<file path="src/rtl/seq_pkg.sv">
/*
  Shared constants for the program sequencer: register offsets, reset
  values, instruction encodings, ALU operation codes and stack sizing.
  Assumes a single 10 MHz clock and a 16-bit wide program flash.
*/
package seq_pkg;

  // ----------------------------------------------------------------
  // sizing of the 64K-word variant
  // ----------------------------------------------------------------
  localparam int unsigned PC_W = 13;
  localparam int unsigned BANK_W = 3;
  localparam int unsigned ADDR_W = 16;
  localparam int unsigned STACK_DEPTH = 16;
  localparam logic [4:0] STACK_FULL_CNT = 5'h10;

  // ----------------------------------------------------------------
  // register map, byte offsets on the AXI4-Lite port
  // ----------------------------------------------------------------
  localparam logic [7:0] OFS_PCBYTE = 8'h00;
  localparam logic [7:0] OFS_TBLP = 8'h04;
  localparam logic [7:0] OFS_TBHP = 8'h08;
  localparam logic [7:0] OFS_TBHI = 8'h0C;
  localparam logic [7:0] OFS_BANK = 8'h10;
  localparam logic [7:0] OFS_ACC = 8'h14;
  localparam logic [7:0] OFS_STATUS = 8'h18;
  localparam int unsigned STAT_C_BIT = 0;
  localparam int unsigned STAT_Z_BIT = 1;
  localparam int unsigned STAT_IRQ_BIT = 2;
  localparam logic [1:0] RESP_OKAY = 2'h0;
  localparam logic [1:0] RESP_SLVERR = 2'h2;

  // ----------------------------------------------------------------
  // reset values and vectors
  // ----------------------------------------------------------------
  localparam logic [ADDR_W-1:0] RESET_VEC = 16'h0000;
  localparam logic [ADDR_W-1:0] INT_VEC = 16'h0004;
  localparam logic [7:0] BYTE_RST = 8'h00;

  // ----------------------------------------------------------------
  // instruction classes, held in word bits 15..12; branch class in bits 15..14, call flag in bit 13
  // ----------------------------------------------------------------
  localparam logic [3:0] OP_NOP = 4'h0;
  localparam logic [3:0] OP_ALU = 4'h1;
  localparam logic [3:0] OP_RSUB = 4'h2;
  localparam logic [3:0] OP_RINT = 4'h3;
  localparam logic [3:0] OP_SKIP = 4'h4;
  localparam logic [3:0] OP_MOVPCL = 4'h5;
  localparam logic [3:0] OP_TBLRD = 4'h6;
  localparam logic [1:0] OP_BRANCH = 2'h3;
  localparam int unsigned CALL_BIT = 13;

  // ----------------------------------------------------------------
  // ALU operation codes, held in word bits 11..8
  // ----------------------------------------------------------------
  localparam logic [3:0] ALU_ADD = 4'h0;
  localparam logic [3:0] ALU_ADC = 4'h1;
  localparam logic [3:0] ALU_SUB = 4'h2;
  localparam logic [3:0] ALU_SBC = 4'h3;
  localparam logic [3:0] ALU_AND = 4'h4;
  localparam logic [3:0] ALU_OR = 4'h5;
  localparam logic [3:0] ALU_XOR = 4'h6;
  localparam logic [3:0] ALU_CPL = 4'h7;
  localparam logic [3:0] ALU_RR = 4'h8;
  localparam logic [3:0] ALU_RRC = 4'h9;
  localparam logic [3:0] ALU_RL = 4'hA;
  localparam logic [3:0] ALU_RLC = 4'hB;
  localparam logic [3:0] ALU_INC = 4'hC;
  localparam logic [3:0] ALU_DEC = 4'hD;
  localparam logic [3:0] ALU_DADJ = 4'hE;
  localparam logic [3:0] ALU_MOV = 4'hF;

  // ----------------------------------------------------------------
  // phase of the instruction cycle
  // ----------------------------------------------------------------
  typedef enum logic [1:0] {
    PH_T1 = 2'b00,
    PH_T2 = 2'b01,
    PH_T3 = 2'b10,
    PH_T4 = 2'b11
  } phase_e;

endpackage

</file>
<file path="src/rtl/program_sequencer_stack.sv">
/*
  Program sequencer of an 8-bit core: four-phase instruction cycle,
  fetch/execute overlap, banked program counter, return stack, table
  read and a compact ALU, with an AXI4-Lite register port.
  Assumes flash data is valid by the last phase of the cycle in which
  its address is shown, and that irq_req_i is already enable-gated.
*/
`timescale 1ns/1ps

// Operation
// - four non-overlapping phases T1..T4 make up one instruction cycle
// - counter advances at start of T1 with the fetch; T2..T4 execute
// - fetch overlaps execute; counter-changing instructions cost one extra cycle
// - counter steps by one per instruction except on jumps, calls, returns, interrupts and counter writes
// - a taken skip discards the prefetched word and runs a dummy cycle
// - full address is bank bits above a 13-bit in-bank counter
// - only the low counter byte is software visible; writes jump within page
// - low byte write acts as a branch with a dummy cycle
// - jumps, calls, interrupts and reset load their target directly
// - stack holds counter values only; entries and pointer are not accessible
// - call or interrupt acknowledge pushes; returns pop the counter
// - after reset the stack pointer indicates the top of stack
// - with stack full an interrupt is recorded but held until a return
// - a call with stack full still runs and loses the oldest entry
// - stack depth is 12 or 16 levels by variant; 16 here
// - 8-bit ALU computes results and updates carry and zero status
// - ALU offers add, subtract, adjust, logic, rotates, inc, dec, skip tests
// - program memory is 16 bits wide, banked per variant
// - after reset execution begins at address zero
// - table pointer low and high registers form the full table address
// - table read puts low byte in a data register and high byte in latch
// - every table read takes two instruction cycles
module program_sequencer_stack (
  // clock and reset
  input wire logic mclk_i,
  input wire logic srst_i,
  // axi4-lite write address and data
  input wire logic [7:0] s_axi_awaddr_i,
  input wire logic s_axi_awvalid_i,
  output logic s_axi_awready_o,
  input wire logic [31:0] s_axi_wdata_i,
  input wire logic [3:0] s_axi_wstrb_i,
  input wire logic s_axi_wvalid_i,
  output logic s_axi_wready_o,
  // axi4-lite write response
  output logic [1:0] s_axi_bresp_o,
  output logic s_axi_bvalid_o,
  input wire logic s_axi_bready_i,
  // axi4-lite read
  input wire logic [7:0] s_axi_araddr_i,
  input wire logic s_axi_arvalid_i,
  output logic s_axi_arready_o,
  output logic [31:0] s_axi_rdata_o,
  output logic [1:0] s_axi_rresp_o,
  output logic s_axi_rvalid_o,
  input wire logic s_axi_rready_i,
  // program flash
  output logic [15:0] flash_addr_o,
  input wire logic [15:0] flash_data_i,
  // interrupt logic
  input wire logic irq_req_i,
  output logic int_ack_o,
  // phase clocks, one-hot T1..T4
  output logic [3:0] phase_o
);

  // ------------------------------------------------------------------
  // state
  // ------------------------------------------------------------------
  typedef struct packed {
    seq_pkg::phase_e ph;
    logic [12:0] pc;
    logic [2:0] bank;
    logic [15:0] faddr;
    logic [15:0] ir;
    logic ir_ok;
    logic tab;
    logic [7:0] acc;
    logic cy;
    logic zf;
    logic [7:0] tblp;
    logic [7:0] tbhp;
    logic [7:0] tbhi;
    logic [3:0] wptr;
    logic [4:0] cnt;
    logic [15:0][15:0] stk;
    logic int_pend;
    logic int_ack;
    logic jmp_pend;
    logic [7:0] jmp_val;
    logic bvalid;
    logic [1:0] bresp;
    logic rvalid;
    logic [1:0] rresp;
    logic [31:0] rdata;
  } state_s;

  state_s state_r;
  state_s state_nxt;
  logic wr_go;

  // ------------------------------------------------------------------
  // alu: returns {carry, result}
  // ------------------------------------------------------------------
  function automatic logic [8:0] alu_f(input logic [3:0] op, input logic [7:0] a,
                                       input logic [7:0] b, input logic c);
    logic [8:0] r;
    logic [8:0] t;
    r = {c, a};
    t = 9'h000;
    case (op)
      seq_pkg::ALU_ADD: r = {1'b0, a} + {1'b0, b};
      seq_pkg::ALU_ADC: r = {1'b0, a} + {1'b0, b} + {8'h00, c};
      // carry set means no borrow
      seq_pkg::ALU_SUB: r = {1'b0, a} + {1'b0, ~b} + 9'h001;
      seq_pkg::ALU_SBC: r = {1'b0, a} + {1'b0, ~b} + {8'h00, c};
      seq_pkg::ALU_AND: r = {c, a & b};
      seq_pkg::ALU_OR: r = {c, a | b};
      seq_pkg::ALU_XOR: r = {c, a ^ b};
      seq_pkg::ALU_CPL: r = {c, ~a};
      seq_pkg::ALU_RR: r = {c, a[0], a[7:1]};
      seq_pkg::ALU_RRC: r = {a[0], c, a[7:1]};
      seq_pkg::ALU_RL: r = {c, a[6:0], a[7]};
      seq_pkg::ALU_RLC: r = {a[7], a[6:0], c};
      seq_pkg::ALU_INC: r = {c, a + 8'h01};
      seq_pkg::ALU_DEC: r = {c, a - 8'h01};
      seq_pkg::ALU_DADJ:
      begin
        t = {c, a};
        if (t[3:0] > 4'h9)
        begin
          t = t + 9'h006;
        end
        if (t[8] || (t[7:4] > 4'h9))
        begin
          t = {1'b1, t[7:0] + 8'h60};
        end
        r = t;
      end
      default: r = {c, b};
    endcase
    return r;
  endfunction

  // ------------------------------------------------------------------
  // bus handshakes
  // ------------------------------------------------------------------
  // address and data are taken together, so neither can run ahead
  assign wr_go = s_axi_awvalid_i & s_axi_wvalid_i & ~state_r.bvalid;
  assign s_axi_awready_o = wr_go;
  assign s_axi_wready_o = wr_go;
  assign s_axi_arready_o = ~state_r.rvalid;
  assign s_axi_bvalid_o = state_r.bvalid;
  assign s_axi_bresp_o = state_r.bresp;
  assign s_axi_rvalid_o = state_r.rvalid;
  assign s_axi_rresp_o = state_r.rresp;
  assign s_axi_rdata_o = state_r.rdata;

  // ------------------------------------------------------------------
  // flash, interrupt and phase outputs
  // ------------------------------------------------------------------
  assign flash_addr_o = state_r.faddr;
  assign int_ack_o = state_r.int_ack;
  // one phase high per clock, never two at once
  assign phase_o = 4'h1 << state_r.ph;

  // ------------------------------------------------------------------
  // next-state logic
  // ------------------------------------------------------------------
  always_comb
  begin
    logic [12:0] npc;
    logic [2:0] nbank;
    logic [3:0] pidx;
    logic [8:0] alu;
    logic [7:0] sacc;
    logic flush;
    logic busy;
    npc = state_r.pc;
    nbank = state_r.bank;
    pidx = state_r.wptr - 4'h1;
    alu = 9'h000;
    sacc = state_r.acc;
    flush = 1'b0;
    busy = 1'b0;
    state_nxt = state_r;
    state_nxt.int_ack = 1'b0;

    // phase walks T1..T4 and wraps
    state_nxt.ph = seq_pkg::phase_e'(state_r.ph + 2'h1);

    // all sequencing happens at the T4 edge, i.e. at the start of T1
    if (state_r.ph == seq_pkg::PH_T4)
    begin
      if (state_r.tab)
      begin
        // second cycle of a table read: fetched word is table data
        state_nxt.acc = flash_data_i[7:0];
        state_nxt.tbhi = flash_data_i[15:8];
        state_nxt.tab = 1'b0;
      end
      else
      begin
        // the word fetched in this cycle becomes the next to execute
        state_nxt.ir = flash_data_i;
        if (state_r.ir_ok)
        begin
          if (state_r.ir[15:14] == seq_pkg::OP_BRANCH)
          begin
            // jump or call: target loaded, prefetch flushed
            npc = state_r.ir[12:0];
            flush = 1'b1;
            busy = 1'b1;
            if (state_r.ir[seq_pkg::CALL_BIT])
            begin
              // full stack still pushes and overwrites the oldest
              state_nxt.stk[state_r.wptr] = state_r.faddr;
              state_nxt.wptr = state_r.wptr + 4'h1;
              if (state_r.cnt != seq_pkg::STACK_FULL_CNT)
              begin
                state_nxt.cnt = state_r.cnt + 5'h01;
              end
            end
          end
          else
          begin
            case (state_r.ir[15:12])
              seq_pkg::OP_ALU:
              begin
                alu = alu_f(state_r.ir[11:8], state_r.acc, state_r.ir[7:0], state_r.cy);
                state_nxt.acc = alu[7:0];
                state_nxt.cy = alu[8];
                state_nxt.zf = (alu[7:0] == 8'h00);
              end
              seq_pkg::OP_RSUB, seq_pkg::OP_RINT:
              begin
                {nbank, npc} = state_r.stk[pidx];
                state_nxt.wptr = pidx;
                if (state_r.cnt != 5'h00)
                begin
                  state_nxt.cnt = state_r.cnt - 5'h01;
                end
                flush = 1'b1;
                busy = 1'b1;
              end
              seq_pkg::OP_SKIP:
              begin
                // bit1 increments, bit2 decrements, bit0 inverts the test
                if (state_r.ir[1])
                begin
                  sacc = state_r.acc + 8'h01;
                end
                else if (state_r.ir[2])
                begin
                  sacc = state_r.acc - 8'h01;
                end
                state_nxt.acc = sacc;
                if ((sacc == 8'h00) != state_r.ir[0])
                begin
                  flush = 1'b1;
                end
              end
              seq_pkg::OP_MOVPCL:
              begin
                npc = {state_r.faddr[12:8], state_r.acc};
                flush = 1'b1;
                busy = 1'b1;
              end
              seq_pkg::OP_TBLRD:
              begin
                state_nxt.tab = 1'b1;
              end
              default:
              begin
                state_nxt.ir = flash_data_i;
              end
            endcase
          end
        end

        // a bus write to the low byte behaves like a jump in the page
        if (!busy && !state_nxt.tab && state_r.jmp_pend)
        begin
          npc = {state_r.faddr[12:8], state_r.jmp_val};
          state_nxt.jmp_pend = 1'b0;
          flush = 1'b1;
          busy = 1'b1;
        end

        // interrupt waits while the stack is full or a skip discards
        if (!busy && !flush && !state_nxt.tab && state_r.int_pend &&
            (state_r.cnt != seq_pkg::STACK_FULL_CNT))
        begin
          state_nxt.stk[state_r.wptr] = state_r.faddr;
          state_nxt.wptr = state_r.wptr + 4'h1;
          state_nxt.cnt = state_r.cnt + 5'h01;
          {nbank, npc} = seq_pkg::INT_VEC;
          state_nxt.int_pend = 1'b0;
          state_nxt.int_ack = 1'b1;
          flush = 1'b1;
        end

        state_nxt.ir_ok = ~flush;
      end

      // next fetch address and counter step
      if (state_nxt.tab)
      begin
        state_nxt.faddr = {state_r.tbhp, state_r.tblp};
        state_nxt.pc = npc;
      end
      else
      begin
        state_nxt.faddr = {nbank, npc};
        state_nxt.pc = npc + 13'h0001;
      end
      state_nxt.bank = nbank;
    end

    // request flag: a new request wins over an acknowledge
    if (irq_req_i)
    begin
      state_nxt.int_pend = 1'b1;
    end

    // write response retires before a new write is taken
    if (state_r.bvalid && s_axi_bready_i)
    begin
      state_nxt.bvalid = 1'b0;
    end

    // register writes; the stack has no address at all
    if (wr_go)
    begin
      state_nxt.bvalid = 1'b1;
      state_nxt.bresp = seq_pkg::RESP_OKAY;
      if (s_axi_awaddr_i == seq_pkg::OFS_PCBYTE)
      begin
        if (s_axi_wstrb_i[0])
        begin
          state_nxt.jmp_pend = 1'b1;
          state_nxt.jmp_val = s_axi_wdata_i[7:0];
        end
      end
      else if (s_axi_awaddr_i == seq_pkg::OFS_TBLP)
      begin
        if (s_axi_wstrb_i[0])
        begin
          state_nxt.tblp = s_axi_wdata_i[7:0];
        end
      end
      else if (s_axi_awaddr_i == seq_pkg::OFS_TBHP)
      begin
        if (s_axi_wstrb_i[0])
        begin
          state_nxt.tbhp = s_axi_wdata_i[7:0];
        end
      end
      else if (s_axi_awaddr_i == seq_pkg::OFS_TBHI)
      begin
        // the table load in the same cycle keeps priority
        if (s_axi_wstrb_i[0] && !(state_r.tab && state_r.ph == seq_pkg::PH_T4))
        begin
          state_nxt.tbhi = s_axi_wdata_i[7:0];
        end
      end
      else if (s_axi_awaddr_i == seq_pkg::OFS_BANK)
      begin
        // bank change takes effect at the next fetch; a write during T4 is dropped
        if (s_axi_wstrb_i[0] && state_r.ph != seq_pkg::PH_T4)
        begin
          state_nxt.bank = s_axi_wdata_i[2:0];
        end
      end
      else if ((s_axi_awaddr_i == seq_pkg::OFS_ACC) ||
               (s_axi_awaddr_i == seq_pkg::OFS_STATUS))
      begin
        state_nxt.bresp = seq_pkg::RESP_OKAY;
      end
      else
      begin
        state_nxt.bresp = seq_pkg::RESP_SLVERR;
      end
    end

    // read data retires, then a new read is taken
    if (state_r.rvalid && s_axi_rready_i)
    begin
      state_nxt.rvalid = 1'b0;
    end
    if (s_axi_arvalid_i && !state_r.rvalid)
    begin
      state_nxt.rvalid = 1'b1;
      state_nxt.rresp = seq_pkg::RESP_OKAY;
      state_nxt.rdata = 32'h0000_0000;
      if (s_axi_araddr_i == seq_pkg::OFS_PCBYTE)
      begin
        state_nxt.rdata[7:0] = state_r.faddr[7:0];
      end
      else if (s_axi_araddr_i == seq_pkg::OFS_TBLP)
      begin
        state_nxt.rdata[7:0] = state_r.tblp;
      end
      else if (s_axi_araddr_i == seq_pkg::OFS_TBHP)
      begin
        state_nxt.rdata[7:0] = state_r.tbhp;
      end
      else if (s_axi_araddr_i == seq_pkg::OFS_TBHI)
      begin
        state_nxt.rdata[7:0] = state_r.tbhi;
      end
      else if (s_axi_araddr_i == seq_pkg::OFS_BANK)
      begin
        state_nxt.rdata[2:0] = state_r.bank;
      end
      else if (s_axi_araddr_i == seq_pkg::OFS_ACC)
      begin
        state_nxt.rdata[7:0] = state_r.acc;
      end
      else if (s_axi_araddr_i == seq_pkg::OFS_STATUS)
      begin
        state_nxt.rdata[seq_pkg::STAT_C_BIT] = state_r.cy;
        state_nxt.rdata[seq_pkg::STAT_Z_BIT] = state_r.zf;
        state_nxt.rdata[seq_pkg::STAT_IRQ_BIT] = state_r.int_pend;
      end
      else
      begin
        state_nxt.rresp = seq_pkg::RESP_SLVERR;
      end
    end
  end

  // ------------------------------------------------------------------
  // state register
  // ------------------------------------------------------------------
  // stack contents are not cleared: only the pointer matters after reset
  always_ff @(posedge mclk_i)
  begin
    if (srst_i)
    begin
      state_r <= state_nxt;
      state_r.ph <= seq_pkg::PH_T1;
      state_r.faddr <= seq_pkg::RESET_VEC;
      state_r.pc <= 13'h0001;
      state_r.bank <= 3'h0;
      state_r.ir <= 16'h0000;
      state_r.ir_ok <= 1'b0;
      state_r.tab <= 1'b0;
      state_r.acc <= seq_pkg::BYTE_RST;
      state_r.cy <= 1'b0;
      state_r.zf <= 1'b0;
      state_r.tblp <= seq_pkg::BYTE_RST;
      state_r.tbhp <= seq_pkg::BYTE_RST;
      state_r.tbhi <= seq_pkg::BYTE_RST;
      state_r.wptr <= 4'h0;
      state_r.cnt <= 5'h00;
      state_r.int_pend <= 1'b0;
      state_r.int_ack <= 1'b0;
      state_r.jmp_pend <= 1'b0;
      state_r.jmp_val <= seq_pkg::BYTE_RST;
      state_r.bvalid <= 1'b0;
      state_r.bresp <= seq_pkg::RESP_OKAY;
      state_r.rvalid <= 1'b0;
      state_r.rresp <= seq_pkg::RESP_OKAY;
      state_r.rdata <= 32'h0000_0000;
    end
    else
    begin
      state_r <= state_nxt;
    end
  end

endmodule

</file>
<file path="config.mk">
export PLATFORM = sky130hd
export DESIGN_NAME = program_sequencer_stack
export DESIGN_NICKNAME = d
export VERILOG_FILES = /design/src/rtl/seq_pkg.sv /design/src/rtl/program_sequencer_stack.sv
export SDC_FILE = /design/constraint.sdc
export NUM_CORES = 1
export LEC_CHECK = 0
export BUFFER_PORTS_ARGS = -buffer_cell sky130_fd_sc_hd__buf_4
export CAP_MARGIN = 20
export CORE_ASPECT_RATIO = 1.2
export CORE_MARGIN = 2
export CORE_UTILIZATION = 38
export CTS_BUF_LIST = sky130_fd_sc_hd__clkbuf_4 sky130_fd_sc_hd__clkbuf_8
export DETAILED_ROUTE_END_ITERATION = 8
export PLACE_DENSITY = 0.65
export SETUP_SLACK_MARGIN = 0.5
export SLEW_MARGIN = 30
export SYNTH_ARGS = -nofsm -noshare
export SYNTH_HDL_FRONTEND = slang
export SYNTH_SLANG_ARGS = --single-unit
export TNS_END_PERCENT = 100
</file>
<file path="constraint.sdc">
create_clock -name mclk_i -period 12.13 [get_ports mclk_i]
set_input_delay 1.213 -clock mclk_i [delete_from_list [all_inputs] [get_ports mclk_i]]
set_output_delay 1.213 -clock mclk_i [all_outputs]
set_load 0.03 [all_outputs]
</file>
==> metrics.cfg <==
[detailed_routing]
final_antenna_net_count=0
wl_per_cell_um=22.8
drcViolationCount=0
dr.pass1.iters=6
vias_per_cell=5.90
drtIter0Drc=1716
num_vias=17400
wl_mm=67.1

[final_layout]
nFillCells=5763
area_growth_pct=9.22
fin_cells=2947
diodes=0
drive_gt1_frac=0.266
nets=2220
finish.utilization=0.419

[setup_path]
reg2reg_to=state_r[391]
critical_path_required_ns=12.67
worst_r2r_path_depth=14
path_class=register to register
ff2ff_setup_slack_ns=6.25
endpoint_kind=register
path_max_fanout=44
crit_arrival_ns=6.42
startpoint_type=register
r2r-start=state_r[310]

[timing]
final_hold_viol_count=0
fin_crit_sh=0.485
period_needed_ns=5.88
worst_pin_slew_ns=1.02
fin_ws_ns=6.25
fin_skew_ns=0.0475
setup_viol=0
relSlewSlack=0.311
rsz0062_at_grt=false
drv_slew=0
fmax_mhz=170
fin_tns_setup_ns=0

[clock_tree]
ctsHoldBuffers=0
cts_tree=yes
cts_buffers=60
postCtsSetupBuffers=0
cts_root_buf=clkbuf_8
h-tree-depth=2
cts.sinks=374
clockBufferDepth=3
ctsResizeCount=0
insertion_delay_ns=0.70
clk_pin_slew_ns=0.06

[die]
io_pins=138
die_height_um=275
start_util=0.383
core_um2=60600
die_width_um=230
rows=99
dieArea_um2=63100

[worst_hold_path]
min_to=state_r[43]
hold_depth=2
min_from=state_r[43]
min_path_type=register to register

[synth]
ys_ff_latch=374
synth_edf_count=256
syn_avg_cell_area_um2=11.0
synthCells=2118
post-synth-top-area-cell=edfxtp_1
synth-async-reset-ratio=0
synth.most_common_cell=edfxtp_1
synth_area_leaders=edfxtp_1, mux2_2, dfxtp_1
ys_seq_area_frac=0.433
synth_flop_cell=edfxtp_1
syn_area_um2=23200
yosys_warnings=0
synth.distinct_cells=91
synth.top_cells.by_count=edfxtp_1, mux2_2, nand2_1, nor2_1, dfxtp_1
synth_top_area_share=0.331

[global_route]
antenna_found_initial=0
grt_use_met1=0.258
grt_max_degree=209
grt-ovfl-total=0
busiest_layer=met2
grt_pass1_vias=16800
grt_util_met3=0.0269
grt_usage=0.207
grt_pass1_wl_mm=101
use_met2=0.361

[place]
place_inst=2842
dp_slack_ns=6.27
gp_congestion=0.915
io_buffers=84
dp_hpwl_mm=45.1

[power]
leakage_uw=0.00876
irDropWorstVdd_mv=0.119
power_density_nw_per_um2=112

[flow_run]
cap_violations=0

[outcome]
status=complete, no violations

per-stage QoR:
step | power, uW | instance area [um2] | hold WS (ns)
final | 2850 | 25400 | 0.469
after global routing | 2950 | 25400 | 0.492
after CTS | 2870 | 25300 | 0.473
after detailed placement | 1730 | 24100 | 0.461
after global placement | 1730 | 24100 | 0.449
after floorplan | 1670 | 23300 | 0.429
registers in the layout, summed over array words and instances, names as in the netlist:
| name | cells |
|---|---|
| state_r | 345 |
| flash_addr_o | 16 |
| s_axi_bvalid_o | 1 |
| s_axi_rresp_o | 1 |
| s_axi_rdata_o | 8 |
| int_ack_o | 1 |
| s_axi_rvalid_o | 1 |
| s_axi_bresp_o | 1 |
metal layers:
layer	share of wire	routed length (um)
met1	0.40	27000
met2	0.50	33400
met3	0.061	4080
met4	0.039	2650
met5	0	0
logic make-up after synthesis:
kind of cell,synth area share
AND/OR/NAND/NOR,0.117
multiplexers,0.228
AO/OA/AOI/OAI,0.120
flip-flops,0.433
buffers and inverters,0.0574
XOR/XNOR,0.0185
adder cells (fa/ha/maj),0.0260
other,0.000162
critical path: stages (launching register included):
cell and delay [ns]:
dfxtp_4 0.88, clkinv_1 0.60, ha_4 0.81, buf_4 0.59, mux4_2 0.58, mux2_2 0.28
a31oi_1 0.25, a2bb2oi_1 0.36, o31ai_1 0.20, ha_1 0.26, nand2b_1 0.21, and4bb_2 0.29
xor2_1 0.15, mux2i_1 0.15, nor2_1 0.05
power breakdown:
group          internal, uW  total [uW]  leakage [uW]  switching, uW
registers              1400        1420       0.00329           26.2
clock network           608        1140      0.000649            530
logic                   112         287       0.00482            175
total                  2120        2850       0.00876            731
placed cells by master (no fill, tap or decap), types with 12 or more instances in the layout:
cell,instances
a31oi_1,15
nand2b_1,17
or3_1,15
mux2i_1,76
nand4_1,12
dfxtp_1,116
clkbuf_4,17
clkbuf_8,61
and3_1,12
o211ai_1,13
a221oi_1,18
nor4_1,15
o21ai_0,57
mux2_2,233
buf_4,117
edfxtp_1,256
mux2_1,41
inv_1,39
ha_1,43
conb_1,26
nor3_1,33
mux4_2,64
a211oi_1,39
a21oi_1,104
nand3_1,39
nand2_1,174
xnor2_1,36
o221ai_1,18
a22oi_1,16
nor2_1,150
o22ai_1,13
how the worst max path moves through the flow:
stage | depth (start not counted) | from | to | slack, ns
floorplan | 6 | state_r[398] | state_r[100] | 2.87
global placement | 15 | state_r[310] | state_r[395] | 6.22
detailed placement | 15 | state_r[310] | state_r[395] | 6.27
CTS | 14 | state_r[310] | state_r[391] | 6.22
global route | 14 | state_r[310] | state_r[391] | 5.85
finish | 14 | state_r[310] | state_r[391] | 6.25
final cells by class:
class | count | area, um2 | share of cell area
multi-input cells | 1498 | 12000 | 0.472
flip-flops and latches | 374 | 10100 | 0.397
well taps | 808 | 1010 | 0.0399
clock buffers | 78 | 967 | 0.0381
repair buffers | 119 | 926 | 0.0365
clock inverters | 26 | 253 | 0.00997
inverters | 44 | 173 | 0.00681
Power figures use the tool's default switching activity.
